--- src/include/sbstap_regs.vh ---
/*
 Constants of the SRAM test access port: instruction codes, register
 lengths, reset values and trace FIFO size. Definitions only.
*/
`ifndef SBSTAP_REGS_VH
`define SBSTAP_REGS_VH

`define SBSTAP_IR_W 3
`define SBSTAP_IR_EXTEST 3'h0
`define SBSTAP_IR_IDCODE 3'h1
`define SBSTAP_IR_SAMPZ 3'h2
`define SBSTAP_IR_SAMPLE 3'h4
`define SBSTAP_IR_BYPASS 3'h7
`define SBSTAP_IR_CAPTURE 3'h1
`define SBSTAP_ID_W 32
`define SBSTAP_BSR_W 90
`define SBSTAP_RESET_TMS_EDGES 5
`define SBSTAP_FIFO_W 1
`define SBSTAP_FIFO_D 16
`define SBSTAP_FIFO_AW 4
// Identification word: arbitrary neutral value, bit 0 set as presence mark
`define SBSTAP_ID_WORD 32'h1234_5679

`endif

--- src/core/sbstap_fifo.v ---
/*
 Parameterised flip-flop FIFO with valid/ready on both sides.
 Assumes one clock domain and a synchronous active-low reset.
*/
`timescale 1ns/1ps
`default_nettype none

module sbstap_fifo #(
    parameter WIDTH = 1,
    parameter DEPTH = 16,
    parameter AW = 4
) (
    input wire clk, // System clock
    input wire rst_b, // Synchronous reset, active low
    input wire in_valid, // Write request
    output wire in_ready, // Not full
    input wire [WIDTH-1:0] in_data, // Write data
    output wire out_valid, // Not empty
    input wire out_ready, // Read accept
    output wire [WIDTH-1:0] out_data // Head word
);
    reg [WIDTH-1:0] mem [0:DEPTH-1];
    reg [AW-1:0] wr_ptr;
    reg [AW-1:0] rd_ptr;
    reg [AW:0] count;
    wire do_wr;
    wire do_rd;

    assign in_ready = (count != DEPTH[AW:0]);
    assign out_valid = (count != {(AW+1){1'b0}});
    assign out_data = mem[rd_ptr];
    assign do_wr = in_valid && in_ready;
    assign do_rd = out_valid && out_ready;

    always @(posedge clk) begin
        if (do_wr) begin
            mem[wr_ptr] <= in_data;
        end
    end

    always @(posedge clk) begin
        if (!rst_b) begin
            wr_ptr <= {AW{1'b0}};
            rd_ptr <= {AW{1'b0}};
            count <= {(AW+1){1'b0}};
        end else begin
            if (do_wr) begin
                wr_ptr <= wr_ptr + 1'b1;
            end
            if (do_rd) begin
                rd_ptr <= rd_ptr + 1'b1;
            end
            if (do_wr && !do_rd) begin
                count <= count + 1'b1;
            end else if (do_rd && !do_wr) begin
                count <= count - 1'b1;
            end
        end
    end
endmodule

`default_nettype wire

--- src/core/sbstap_core.v ---
/*
 Test access port of a burst SRAM, oversampling the test clock on clk.
 Assumes clk runs well above the test clock (20 MHz against 2.5 MHz);
 tck, tms, tdi arrive asynchronously; the bench resolves tdo from the
 active-low enable. Boundary cells come in as a parallel snapshot.
*/
// Contract
// RQ1 - Inputs captured on test clock rise, output updated on its fall.
// RQ2 - Mode select sampled on each rise; undriven reads high.
// RQ3 - Loaded instruction picks the register between data in and out.
// RQ4 - Every scan register shifts in at its top bit toward bit zero.
// RQ5 - Data output shows selected register bit zero, changing on fall.
// RQ6 - Data output driven only in shift states, else high impedance.
// RQ7 - Five rises with mode select high reach reset from anywhere.
// RQ8 - Port reset leaves memory reads, writes and contents untouched.
// RQ9 - Power-up resets port internally; data output starts undriven.
// RQ10 - Exactly one scan register sits in the path at a time.
// RQ11 - Instruction register is three bits, shifted only when in path.
// RQ12 - Reset and power-up load the identification instruction.
// RQ13 - Instruction capture loads binary 01 into its two low bits.
// RQ14 - Bypass is one bit, a single stage of delay.
// RQ15 - Bypass bit cleared when bypass instruction takes effect.
// RQ16 - Codes: 000 extest, 001 id, 010 sample-z, 100 sample, 111 bypass.
// RQ17 - Id instruction capture loads the 32-bit identification word.
// RQ18 - Sample-z puts boundary register in path, memory outputs off.
// RQ19 - Standard sixteen-state controller steps on each test clock rise.
`timescale 1ns/1ps
`default_nettype none
`include "sbstap_regs.vh"

module sbstap_core (
    input wire clk, // System clock, 20 MHz
    input wire rst_b, // Synchronous reset (power-up), active low
    input wire tck, // Test clock pin
    input wire tms, // Mode select pin, pulled high outside
    input wire tdi, // Serial data in, pulled high outside
    output reg tdo_out, // Serial data out level
    output reg tdo_oe_b, // Serial out enable, low drives
    input wire [`SBSTAP_BSR_W-1:0] ring_in, // Snapshot of pin ring
    output wire mem_out_hiz, // Force memory drivers off
    output wire [`SBSTAP_IR_W-1:0] cur_instr, // Active instruction
    output wire shift_valid, // Shifted-out bit available
    input wire shift_ready, // Consumer takes shifted-out bit
    output wire [`SBSTAP_FIFO_W-1:0] shift_data, // Shifted-out bit
    output wire shift_stall // Trace buffer full, bits dropped
);
    localparam [15:0] S_TLR = 16'h0001, S_RTI = 16'h0002, S_SELDR = 16'h0004,
        S_CAPDR = 16'h0008, S_SHDR = 16'h0010, S_EX1DR = 16'h0020,
        S_PAUDR = 16'h0040, S_EX2DR = 16'h0080, S_UPDR = 16'h0100,
        S_SELIR = 16'h0200, S_CAPIR = 16'h0400, S_SHIR = 16'h0800,
        S_EX1IR = 16'h1000, S_PAUIR = 16'h2000, S_EX2IR = 16'h4000,
        S_UPIR = 16'h8000;

    // Two-stage synchronisers; stage one read only by stage two
    reg [2:0] sync1;
    reg [2:0] sync2;
    reg tck_prev;
    reg [15:0] state;
    reg [15:0] next_state;
    reg [`SBSTAP_IR_W-1:0] ir_shift;
    reg [`SBSTAP_IR_W-1:0] ir;
    reg bypass;
    reg [`SBSTAP_ID_W-1:0] id_reg;
    reg [`SBSTAP_BSR_W-1:0] bsr;
    reg sel_lsb;
    wire tck_s;
    wire tms_s;
    wire tdi_s;
    wire rise;
    wire fall;
    wire shifting;
    wire fifo_in_ready;

    assign tck_s = sync2[0];
    assign tms_s = sync2[1];
    assign tdi_s = sync2[2];
    assign rise = tck_s && !tck_prev; // see RQ1
    assign fall = !tck_s && tck_prev; // see RQ1
    assign shifting = (state == S_SHDR) || (state == S_SHIR);
    assign cur_instr = ir;

    // Decode used for path choice and for boundary capture and shift
    function is_boundary;
        input [`SBSTAP_IR_W-1:0] code;
        begin
            is_boundary = (code == `SBSTAP_IR_EXTEST) || (code == `SBSTAP_IR_SAMPZ) ||
                (code == `SBSTAP_IR_SAMPLE); // see RQ16
        end
    endfunction

    // Only extest and sample-z turn memory drivers off; nothing else reaches memory
    assign mem_out_hiz = (ir == `SBSTAP_IR_EXTEST) || (ir == `SBSTAP_IR_SAMPZ); // see RQ18 RQ8

    always @(posedge clk) begin
        if (!rst_b) begin
            // Test clock resets to its idle low level: no false rise after reset
            sync1 <= 3'h6;
            sync2 <= 3'h6;
            tck_prev <= 1'b0;
        end else begin
            sync1 <= {tdi, tms, tck};
            sync2 <= sync1;
            tck_prev <= tck_s;
        end
    end

    // Standard controller transitions; five TMS-high rises reach reset
    always @* begin
        next_state = S_TLR;
        case (state)
            S_TLR: next_state = tms_s ? S_TLR : S_RTI; // see RQ7
            S_RTI: next_state = tms_s ? S_SELDR : S_RTI;
            S_SELDR: next_state = tms_s ? S_SELIR : S_CAPDR;
            S_CAPDR: next_state = tms_s ? S_EX1DR : S_SHDR;
            S_SHDR: next_state = tms_s ? S_EX1DR : S_SHDR;
            S_EX1DR: next_state = tms_s ? S_UPDR : S_PAUDR;
            S_PAUDR: next_state = tms_s ? S_EX2DR : S_PAUDR;
            S_EX2DR: next_state = tms_s ? S_UPDR : S_SHDR;
            S_UPDR: next_state = tms_s ? S_SELDR : S_RTI;
            S_SELIR: next_state = tms_s ? S_TLR : S_CAPIR;
            S_CAPIR: next_state = tms_s ? S_EX1IR : S_SHIR;
            S_SHIR: next_state = tms_s ? S_EX1IR : S_SHIR;
            S_EX1IR: next_state = tms_s ? S_UPIR : S_PAUIR;
            S_PAUIR: next_state = tms_s ? S_EX2IR : S_PAUIR;
            S_EX2IR: next_state = tms_s ? S_UPIR : S_SHIR;
            S_UPIR: next_state = tms_s ? S_SELDR : S_RTI;
            default: next_state = S_TLR;
        endcase
    end

    always @(posedge clk) begin
        if (!rst_b) begin
            state <= S_TLR; // see RQ9
            ir <= `SBSTAP_IR_IDCODE; // see RQ12
            ir_shift <= `SBSTAP_IR_CAPTURE;
            bypass <= 1'b0;
            id_reg <= {`SBSTAP_ID_W{1'b0}};
            bsr <= {`SBSTAP_BSR_W{1'b0}};
        end else if (rise) begin
            state <= next_state; // see RQ2 RQ19
            case (state)
                S_CAPIR: begin
                    ir_shift <= `SBSTAP_IR_CAPTURE; // see RQ13
                end
                S_SHIR: begin
                    ir_shift <= {tdi_s, ir_shift[`SBSTAP_IR_W-1:1]}; // see RQ4 RQ11
                end
                S_UPIR: begin
                    ir <= ir_shift;
                    if (ir_shift == `SBSTAP_IR_BYPASS) begin
                        bypass <= 1'b0; // see RQ15
                    end
                end
                S_CAPDR: begin
                    if (ir == `SBSTAP_IR_IDCODE) begin
                        id_reg <= `SBSTAP_ID_WORD; // see RQ17
                    end else if (is_boundary(ir)) begin
                        bsr <= ring_in;
                    end else begin
                        bypass <= 1'b0;
                    end
                end
                S_SHDR: begin
                    // Only the selected register moves; see RQ3 RQ10
                    if (ir == `SBSTAP_IR_IDCODE) begin
                        id_reg <= {tdi_s, id_reg[`SBSTAP_ID_W-1:1]}; // see RQ4
                    end else if (is_boundary(ir)) begin
                        bsr <= {tdi_s, bsr[`SBSTAP_BSR_W-1:1]}; // see RQ4 RQ18
                    end else begin
                        bypass <= tdi_s; // see RQ14
                    end
                end
                default: begin
                end
            endcase
            // Load on entry, so the fifth mode-select rise leaves the id code active
            if (next_state == S_TLR) begin
                ir <= `SBSTAP_IR_IDCODE; // see RQ12
            end
        end
    end

    // Reserved codes fall through to bypass, keeping one stage in the path
    always @* begin
        if (state == S_SHIR) begin
            sel_lsb = ir_shift[0];
        end else if (ir == `SBSTAP_IR_IDCODE) begin
            sel_lsb = id_reg[0];
        end else if (is_boundary(ir)) begin
            sel_lsb = bsr[0];
        end else begin
            sel_lsb = bypass;
        end
    end

    // Falling edge updates pin, after the rise has moved the shift register
    always @(posedge clk) begin
        if (!rst_b) begin
            tdo_out <= 1'b0;
            tdo_oe_b <= 1'b1; // see RQ9
        end else if (fall) begin
            tdo_out <= sel_lsb; // see RQ5
            tdo_oe_b <= !shifting; // see RQ6
        end
    end

    // Trace of every bit leaving the chain; drops bits once the 16-deep buffer is full
    sbstap_fifo #(
        .WIDTH(`SBSTAP_FIFO_W),
        .DEPTH(`SBSTAP_FIFO_D),
        .AW(`SBSTAP_FIFO_AW)
    ) u_trace (
        .clk(clk),
        .rst_b(rst_b),
        .in_valid(rise && shifting),
        .in_ready(fifo_in_ready),
        .in_data(sel_lsb),
        .out_valid(shift_valid),
        .out_ready(shift_ready),
        .out_data(shift_data)
    );
    assign shift_stall = !fifo_in_ready;
endmodule

`default_nettype wire

--- config.mk ---
export PLATFORM = sky130hd
export DESIGN_NAME = sbstap_core
export DESIGN_NICKNAME = d
export VERILOG_FILES = /design/src/core/sbstap_fifo.v /design/src/core/sbstap_core.v
export VERILOG_INCLUDE_DIRS = /design/src /design/src/include
export SDC_FILE = /design/constraint.sdc
export NUM_CORES = 1
export LEC_CHECK = 0
export BUFFER_PORTS_ARGS = -buffer_cell sky130_fd_sc_hd__buf_2
export CAP_MARGIN = 20
export CORE_ASPECT_RATIO = 0.5
export CORE_UTILIZATION = 25
export CTS_CLUSTER_DIAMETER = 40
export DETAILED_ROUTE_END_ITERATION = 16
export PLACE_DENSITY = 0.42
export SLEW_MARGIN = 20
export SYNTH_ARGS = -nofsm -noshare
export SYNTH_HDL_FRONTEND = slang
export SYNTH_SLANG_ARGS = --single-unit
export TNS_END_PERCENT = 5
--- constraint.sdc ---
create_clock -name clk -period 7.7 [get_ports clk]
set_input_delay 1.54 -clock clk [delete_from_list [all_inputs] [get_ports clk]]
set_output_delay 1.54 -clock clk [all_outputs]
set_load 0.02 [all_outputs]
After elaboration in Yosys (flattened, before gate mapping)
Memories as Yosys holds them, arrays and structs flattened. A register that Yosys moved wholly into a read port is not among the register bits.
Index checks and enable logic that the tools add are counted.
{"block": "op_classes", "n_addsub": 4, "eq_ne": 31, "muxes": 39, "reduce_logical": 31}
{"op": "90-bit two-way mux", "n": 4}
{"op": "16-bit one-hot mux with 12 select lines", "n": 1}
{"op": "90-bit one-hot mux with 2 select lines", "n": 1}
{"op": "32-bit two-way mux", "n": 2}
{"op": "32-bit one-hot mux with 2 select lines", "n": 1}
{"op": "16-bit by 1-bit == test with 1-bit output, second input constant", "n": 2}
{"op": "16-bit two-way mux", "n": 2}
{"op": "9-bit two-way mux", "n": 2}
{"op": "16-bit by 10-bit == test with 1-bit output, second input constant", "n": 1}
{"op": "16-bit by 11-bit == test with 1-bit output, second input constant", "n": 1}
{"op": "16-bit by 12-bit == test with 1-bit output, second input constant", "n": 1}
{"op": "16-bit by 13-bit == test with 1-bit output, second input constant", "n": 1}
{"op": "16-bit by 14-bit == test with 1-bit output, second input constant", "n": 1}
{"op": "16-bit by 15-bit == test with 1-bit output, second input constant", "n": 1}
{"op": "16-bit == test, second input constant", "n": 1}
{"op": "16-bit by 2-bit == test with 1-bit output, second input constant", "n": 1}
{"op": "16-bit by 3-bit == test with 1-bit output, second input constant", "n": 1}
{"op": "16-bit by 4-bit == test with 1-bit output, second input constant", "n": 1}
{"op": "16-bit by 5-bit == test with 1-bit output, second input constant", "n": 1}
{"op": "16-bit by 6-bit == test with 1-bit output, second input constant", "n": 1}
{"op": "16-bit by 7-bit == test with 1-bit output, second input constant", "n": 1}
{"op": "16-bit by 8-bit == test with 1-bit output, second input constant", "n": 1}
{"op": "16-bit by 9-bit == test with 1-bit output, second input constant", "n": 1}
{"op": "15-bit two-way mux", "n": 1}
{"op": "other kinds (34)", "n": 74}
{"block": "word_totals", "regBits": 167, "mem_bits_rw": 16, "inputBits": 96, "output_inout_bits": 9, "wordCells": 120, "memories": 1}
{"name": "u_trace.mem", "depth": 16, "word_bits": 1, "rd": 1, "rd_clocked_by_memory_dff": 1, "write_ports": 1, "line": "sbstap_fifo.v:22", "text": "reg [WIDTH-1:0] mem [0:DEPTH-1];"}

Logic depth before layout (Yosys ltp)
{"block": "depth", "word_depth": 8, "mapped_depth": 16, "depth_no_buf": 13}

Cells and area by module
Synthesis repeated with hierarchy kept, for this count alone.
{"block": "hier_totals", "hier_cells": 991, "area_unflattened_um2": 8627.0}
{"module": "sbstap_core", "instances": 1, "cells_each": 862, "area_per_inst_um2": 7063.0, "seq_area_each_um2": 3083.0}
{"module": "sbstap_fifo", "instances": 1, "cells_each": 129, "area_per_inst_um2": 1564.0, "seq_area_each_um2": 820.8}

Least setup slack after synthesis
OpenSTA, ideal clock, no wires.
{"block": "synth_path", "path_kind": "reg-to-reg", "from": "register state[5]", "to": "register u_trace.count[4]", "arrival_time_ns": 3.661, "path_slack_ns": 3.912, "path_stages_with_launch": 17, "path_buffers": 3, "synth_period_minus_slack_ns": 3.788, "path_cell_list": "dfxtp_1 clkbuf_1 or4_1 buf_2 or4_4 o41ai_2 and2_1 buf_4 ha_1 inv_1 ha_1 nor2b_1 o21a_1 or3_1 a21oi_1 xnor2_1 nor2_1"}
{"block": "synth_via", "elab_chain_len": 7, "word_cells_on_any_way": 10, "classes_between": "eq/ne: 2; mux: 1; reduce/logical: 7"}
{"item": "start: declaration", "line": "sbstap_core.v:58", "text": "reg [15:0] state;"}
{"item": "start signal: assignment", "line": "sbstap_core.v:140", "text": "state <= next_state;"}
{"item": "16-bit by 5-bit == test with 1-bit output / 16-bit by 12-bit == test with 1-bit output (equally long branches)", "line": "sbstap_core.v:79", "text": "assign shifting = (state == S_SHDR) || (state == S_SHIR);"}
{"item": "1-bit logical OR *", "line": "sbstap_core.v:79"}
{"item": "1-bit logical AND *", "line": "sbstap_core.v:215", "text": ".in_valid(rise && shifting),"}
{"item": "1-bit logical AND *", "line": "sbstap_fifo.v:32", "text": "assign do_wr = in_valid && in_ready;"}
{"item": "named net u_trace.do_wr", "line": "sbstap_fifo.v:26", "text": "wire do_wr;"}
{"item": "1-bit zero test", "line": "sbstap_fifo.v:55", "text": "end else if (do_rd && !do_wr) begin"}
{"item": "1-bit logical AND", "line": "sbstap_fifo.v:55"}
{"item": "2-bit nonzero test (no line)"}
{"item": "end signal: assignment", "line": "sbstap_fifo.v:45", "text": "count <= {(AW+1){1'b0}};"}
{"item": "end signal: assignment", "line": "sbstap_fifo.v:54", "text": "count <= count + 1'b1;"}
{"item": "end signal: assignment", "line": "sbstap_fifo.v:56", "text": "count <= count - 1'b1;"}
{"item": "end: declaration", "line": "sbstap_fifo.v:25", "text": "reg [AW:0] count;"}
Mark *: on every way through the listed nets, which the timed path passes. The rest lies on a longest branch.
A chain may end at the register's enable or synchronous reset.

Worst setup path in the final report
{"block": "layout_path", "from": "register state[0]", "to": "register u_trace.count[4]"}
{"block": "layout_via", "elab_chain_len": 7, "word_cells_on_any_way": 10, "classes_between": "eq/ne: 2; mux: 1; reduce/logical: 7"}
{"item": "16-bit by 5-bit == test with 1-bit output / 16-bit by 12-bit == test with 1-bit output (equally long branches)", "line": "sbstap_core.v:79"}
{"item": "1-bit logical OR *", "line": "sbstap_core.v:79"}
{"item": "1-bit logical AND *", "line": "sbstap_core.v:215"}
{"item": "1-bit logical AND *", "line": "sbstap_fifo.v:32"}
{"item": "1-bit zero test", "line": "sbstap_fifo.v:55"}
{"item": "1-bit logical AND", "line": "sbstap_fifo.v:55"}
{"item": "2-bit nonzero test (no line)"}
Mark *: on every way between the ends. The rest lies on a longest branch, timed or not.

==> results.yml <==
clock_network:
  cts_buffers: 17
  clk_latency_ns: 0.44
  clk_path_buf_depth: 2
  ctsHoldBuffers: 0
  post_cts_buffers: 0
  cts_resized: 0
  cts_tree: "yes"
  root_buffer: "clkbuf_16"
  clkTransAtPathRegs_ns: 0.07
  htree_levels: 4
  clkSinkCount: 187
worst_setup_path:
  rr_endpoint: "u_trace.count[4]"
  critPathMostFrequentCell: "ha_1"
  required_ns: 8.02
  cpPeakStageDelay_ns: 0.70
  r2r_slack_ns: 3.57
  worstPathArrival_ns: 4.44
  cp_max_fo: 10
  cpLargestDelayFamily: "simple AND/OR/NAND/NOR gates"
  regToRegStartpoint: "state[0]"
  cp-end-kind: "flop"
  start_kind: "flop"
  crit_chain: "or4_1 -> or4_4 -> o41ai_2 -> and2_1 -> ha_1 -> inv_1 -> ha_1 -> nor2b_1 -> o21a_1 -> or3_1 -> a21oi_1 -> xnor2_1 -> nor2_1"
  worst-path-buf-inv: 1
  reg2reg_depth: 13
  slowest_stage: "or4_1"
  critPathKind: "reg2reg"
finish:
  largest_reg_flops: 90
  synthToLayoutAreaGrowth_pct: 17.06
  num_antenna_cells: 0
  layout-drive-gt1-share_pct: 16.29
  final_core_util_pct: 30.26
  nets: 1069
floorplanning:
  coreArea_um2: 32170
  dieArea_um2: 34050
  placementRows: 46
  dieWidth_um: 260.0
  num_io_pins: 105
  dieHeight_um: 131.0
  start_util_pct: 25.85
drt:
  drt_iter0_drc: 282
  ant_nets: 0
  drt_wl_total_um: 19640
  wl_per_cell_um: 13.95
  via_per_inst: 4.585
  drcViolationCount: 0
  vias: 6455
  firstDrtPassIters: 5
sta:
  finalCriticalPeriod_ns: 4.125
  maxSlewViolCount: 0
  hold_slack_ns: 0.4073
  fmax_ghz: 0.2424
  rsz0062_at_grt: "no"
  setup_violations: 0
  fin_crit_sh_pct: 53.57
  finalHoldViolCount: 0
  skew_ns: 0.01542
  setup_slack_ns: 3.575
  tightest_slew_ns: 1.031
  tns_ns: 0
  relSlewSlack_pct: 31.26
logic_synthesis:
  yosysWarnings: 0
  synth_edf_count: 16
  synth_nets: 1019
  ys_seq_area_share_pct: 46.93
  synthArstFlopShare_pct: 0
  syn_avg_cell_area_um2: 9.111
  synth_cells: 913
  ys_ff_latch: 187
  yosysUniqueCellTypes: 60
  synth_ff_type: "dfxtp_1"
  netlist_area_um2: 8318
placement:
  hpwl_um: 12760
  gp_congestion: 0.7789
  pre_cts_ws_ns: 3.547
  port_buffers: 104
pwr:
  p_leak_nw: 3.945
  power_density_nw_per_um2: 219.6
  peakVddDrop_mv: 0.1528
grt:
  antenna_found_initial: 0
  grtUsageTotal_pct: 11.82
  grt_max_degree: 107
  grt_pass1_vias: 6064
  overflow: 0
  grt_first_pass_wirelength_um: 31840
outcome:
  status: "completed"
min_path:
  hold_end: "sync2[1]"
  hold_depth: 1
  holdCritStartpoint: "sync1[1]"
  min_path_type: "reg2reg"
job:
  max-cap-violations: 0
-- cells in the final DEF (no fill, tap or decap), drive strengths merged, types with 6 or more instances in the layout --
cell type,n
a211oi,91
mux2i,91
xnor2,7
and2,7
nor3,46
nand2b,12
ha,9
nand4,6
nor2,157
o21ai,12
buf,113
clkbuf,24
or4,6
edfxtp,16
nand2,44
dfxtp,171
or3,6
nor4,12
inv,13
nand3,29
xor2,9
a21oi,45
-- cell type report --
cell class	instances	area [um2]
timing repair buffer	113	588.1
sequential	187	3904
fill	3373	22440
multi-input combinational	632	4048
tap	432	540.5
clock buffer	24	503.0
inverter	12	47.55
clock inverter	8	106.4
-- cell usage after synthesis (all sizes together), types with 7 or more instances --
master / instances / share of area, %
buf: 13 / 0.83
nor2: 157 / 7.1
xor2: 9 / 0.95
nand2b: 12 / 0.90
a21oi: 45 / 2.7
nor4: 12 / 0.98
edfxtp: 16 / 5.8
o21ai: 12 / 0.72
clkbuf: 69 / 3.1
ha: 9 / 1.4
and2: 7 / 0.53
nand3: 29 / 1.7
inv: 12 / 0.54
nand2: 44 / 2.0
a211oi: 91 / 8.2
dfxtp: 171 / 41
xnor2: 7 / 0.74
mux2i: 91 / 11
nor3: 46 / 2.8
-- per-stage QoR --
step,instances,power (mW),cell area [um2]
after floorplan,913,1.176,8318
after global placement,1376,1.240,9128
after detailed placement,1376,1.243,9128
after CTS,1408,2.178,9737
after global routing,1408,2.239,9737
final,1408,2.138,9737
-- layer usage --
metal,GRT usage [%],share of wire [%],vias to the layer above,routed length (um)
li1,-,-,3362,-
met1,15.40,49,3012,9644
met2,19.10,47,65,9232
met3,3.029,2.9,16,573
met4,3.945,0.99,0,194
met5,0,0,-,0
-- kinds of logic (layout without fill, tap and decap cells) --
logic type | count (synthesis) | count (layout) | synth area share [%]
XOR/XNOR | 16 | 16 | 1.685
adder cells (fa/ha/maj) | 10 | 10 | 1.594
buffers and inverters | 94 | 157 | 4.497
multiplexers | 96 | 96 | 12.30
flip-flops | 187 | 187 | 46.93
AO/OA/AOI/OAI | 166 | 166 | 13.57
AND/OR/NAND/NOR | 344 | 344 | 19.42
-- worst max path at each step --
stage | from | end | depth (start not counted)
2_1_floorplan | state[5] | u_trace.count[4] | 16
3_3_place_gp | state[4] | u_trace.count[4] | 13
3_5_place_dp | state[4] | u_trace.count[4] | 13
4_1_cts | state[4] | u_trace.count[4] | 13
5_1_grt | state[4] | u_trace.count[4] | 13
6_report | state[0] | u_trace.count[4] | 13
-- where the power goes --
group,switching (mW),total (mW),internal (mW)
logic,0.108,0.203,0.0959
registers,0.0203,1.02,0.996
clock network,0.391,0.918,0.527
Power figures use the tool's default switching activity.
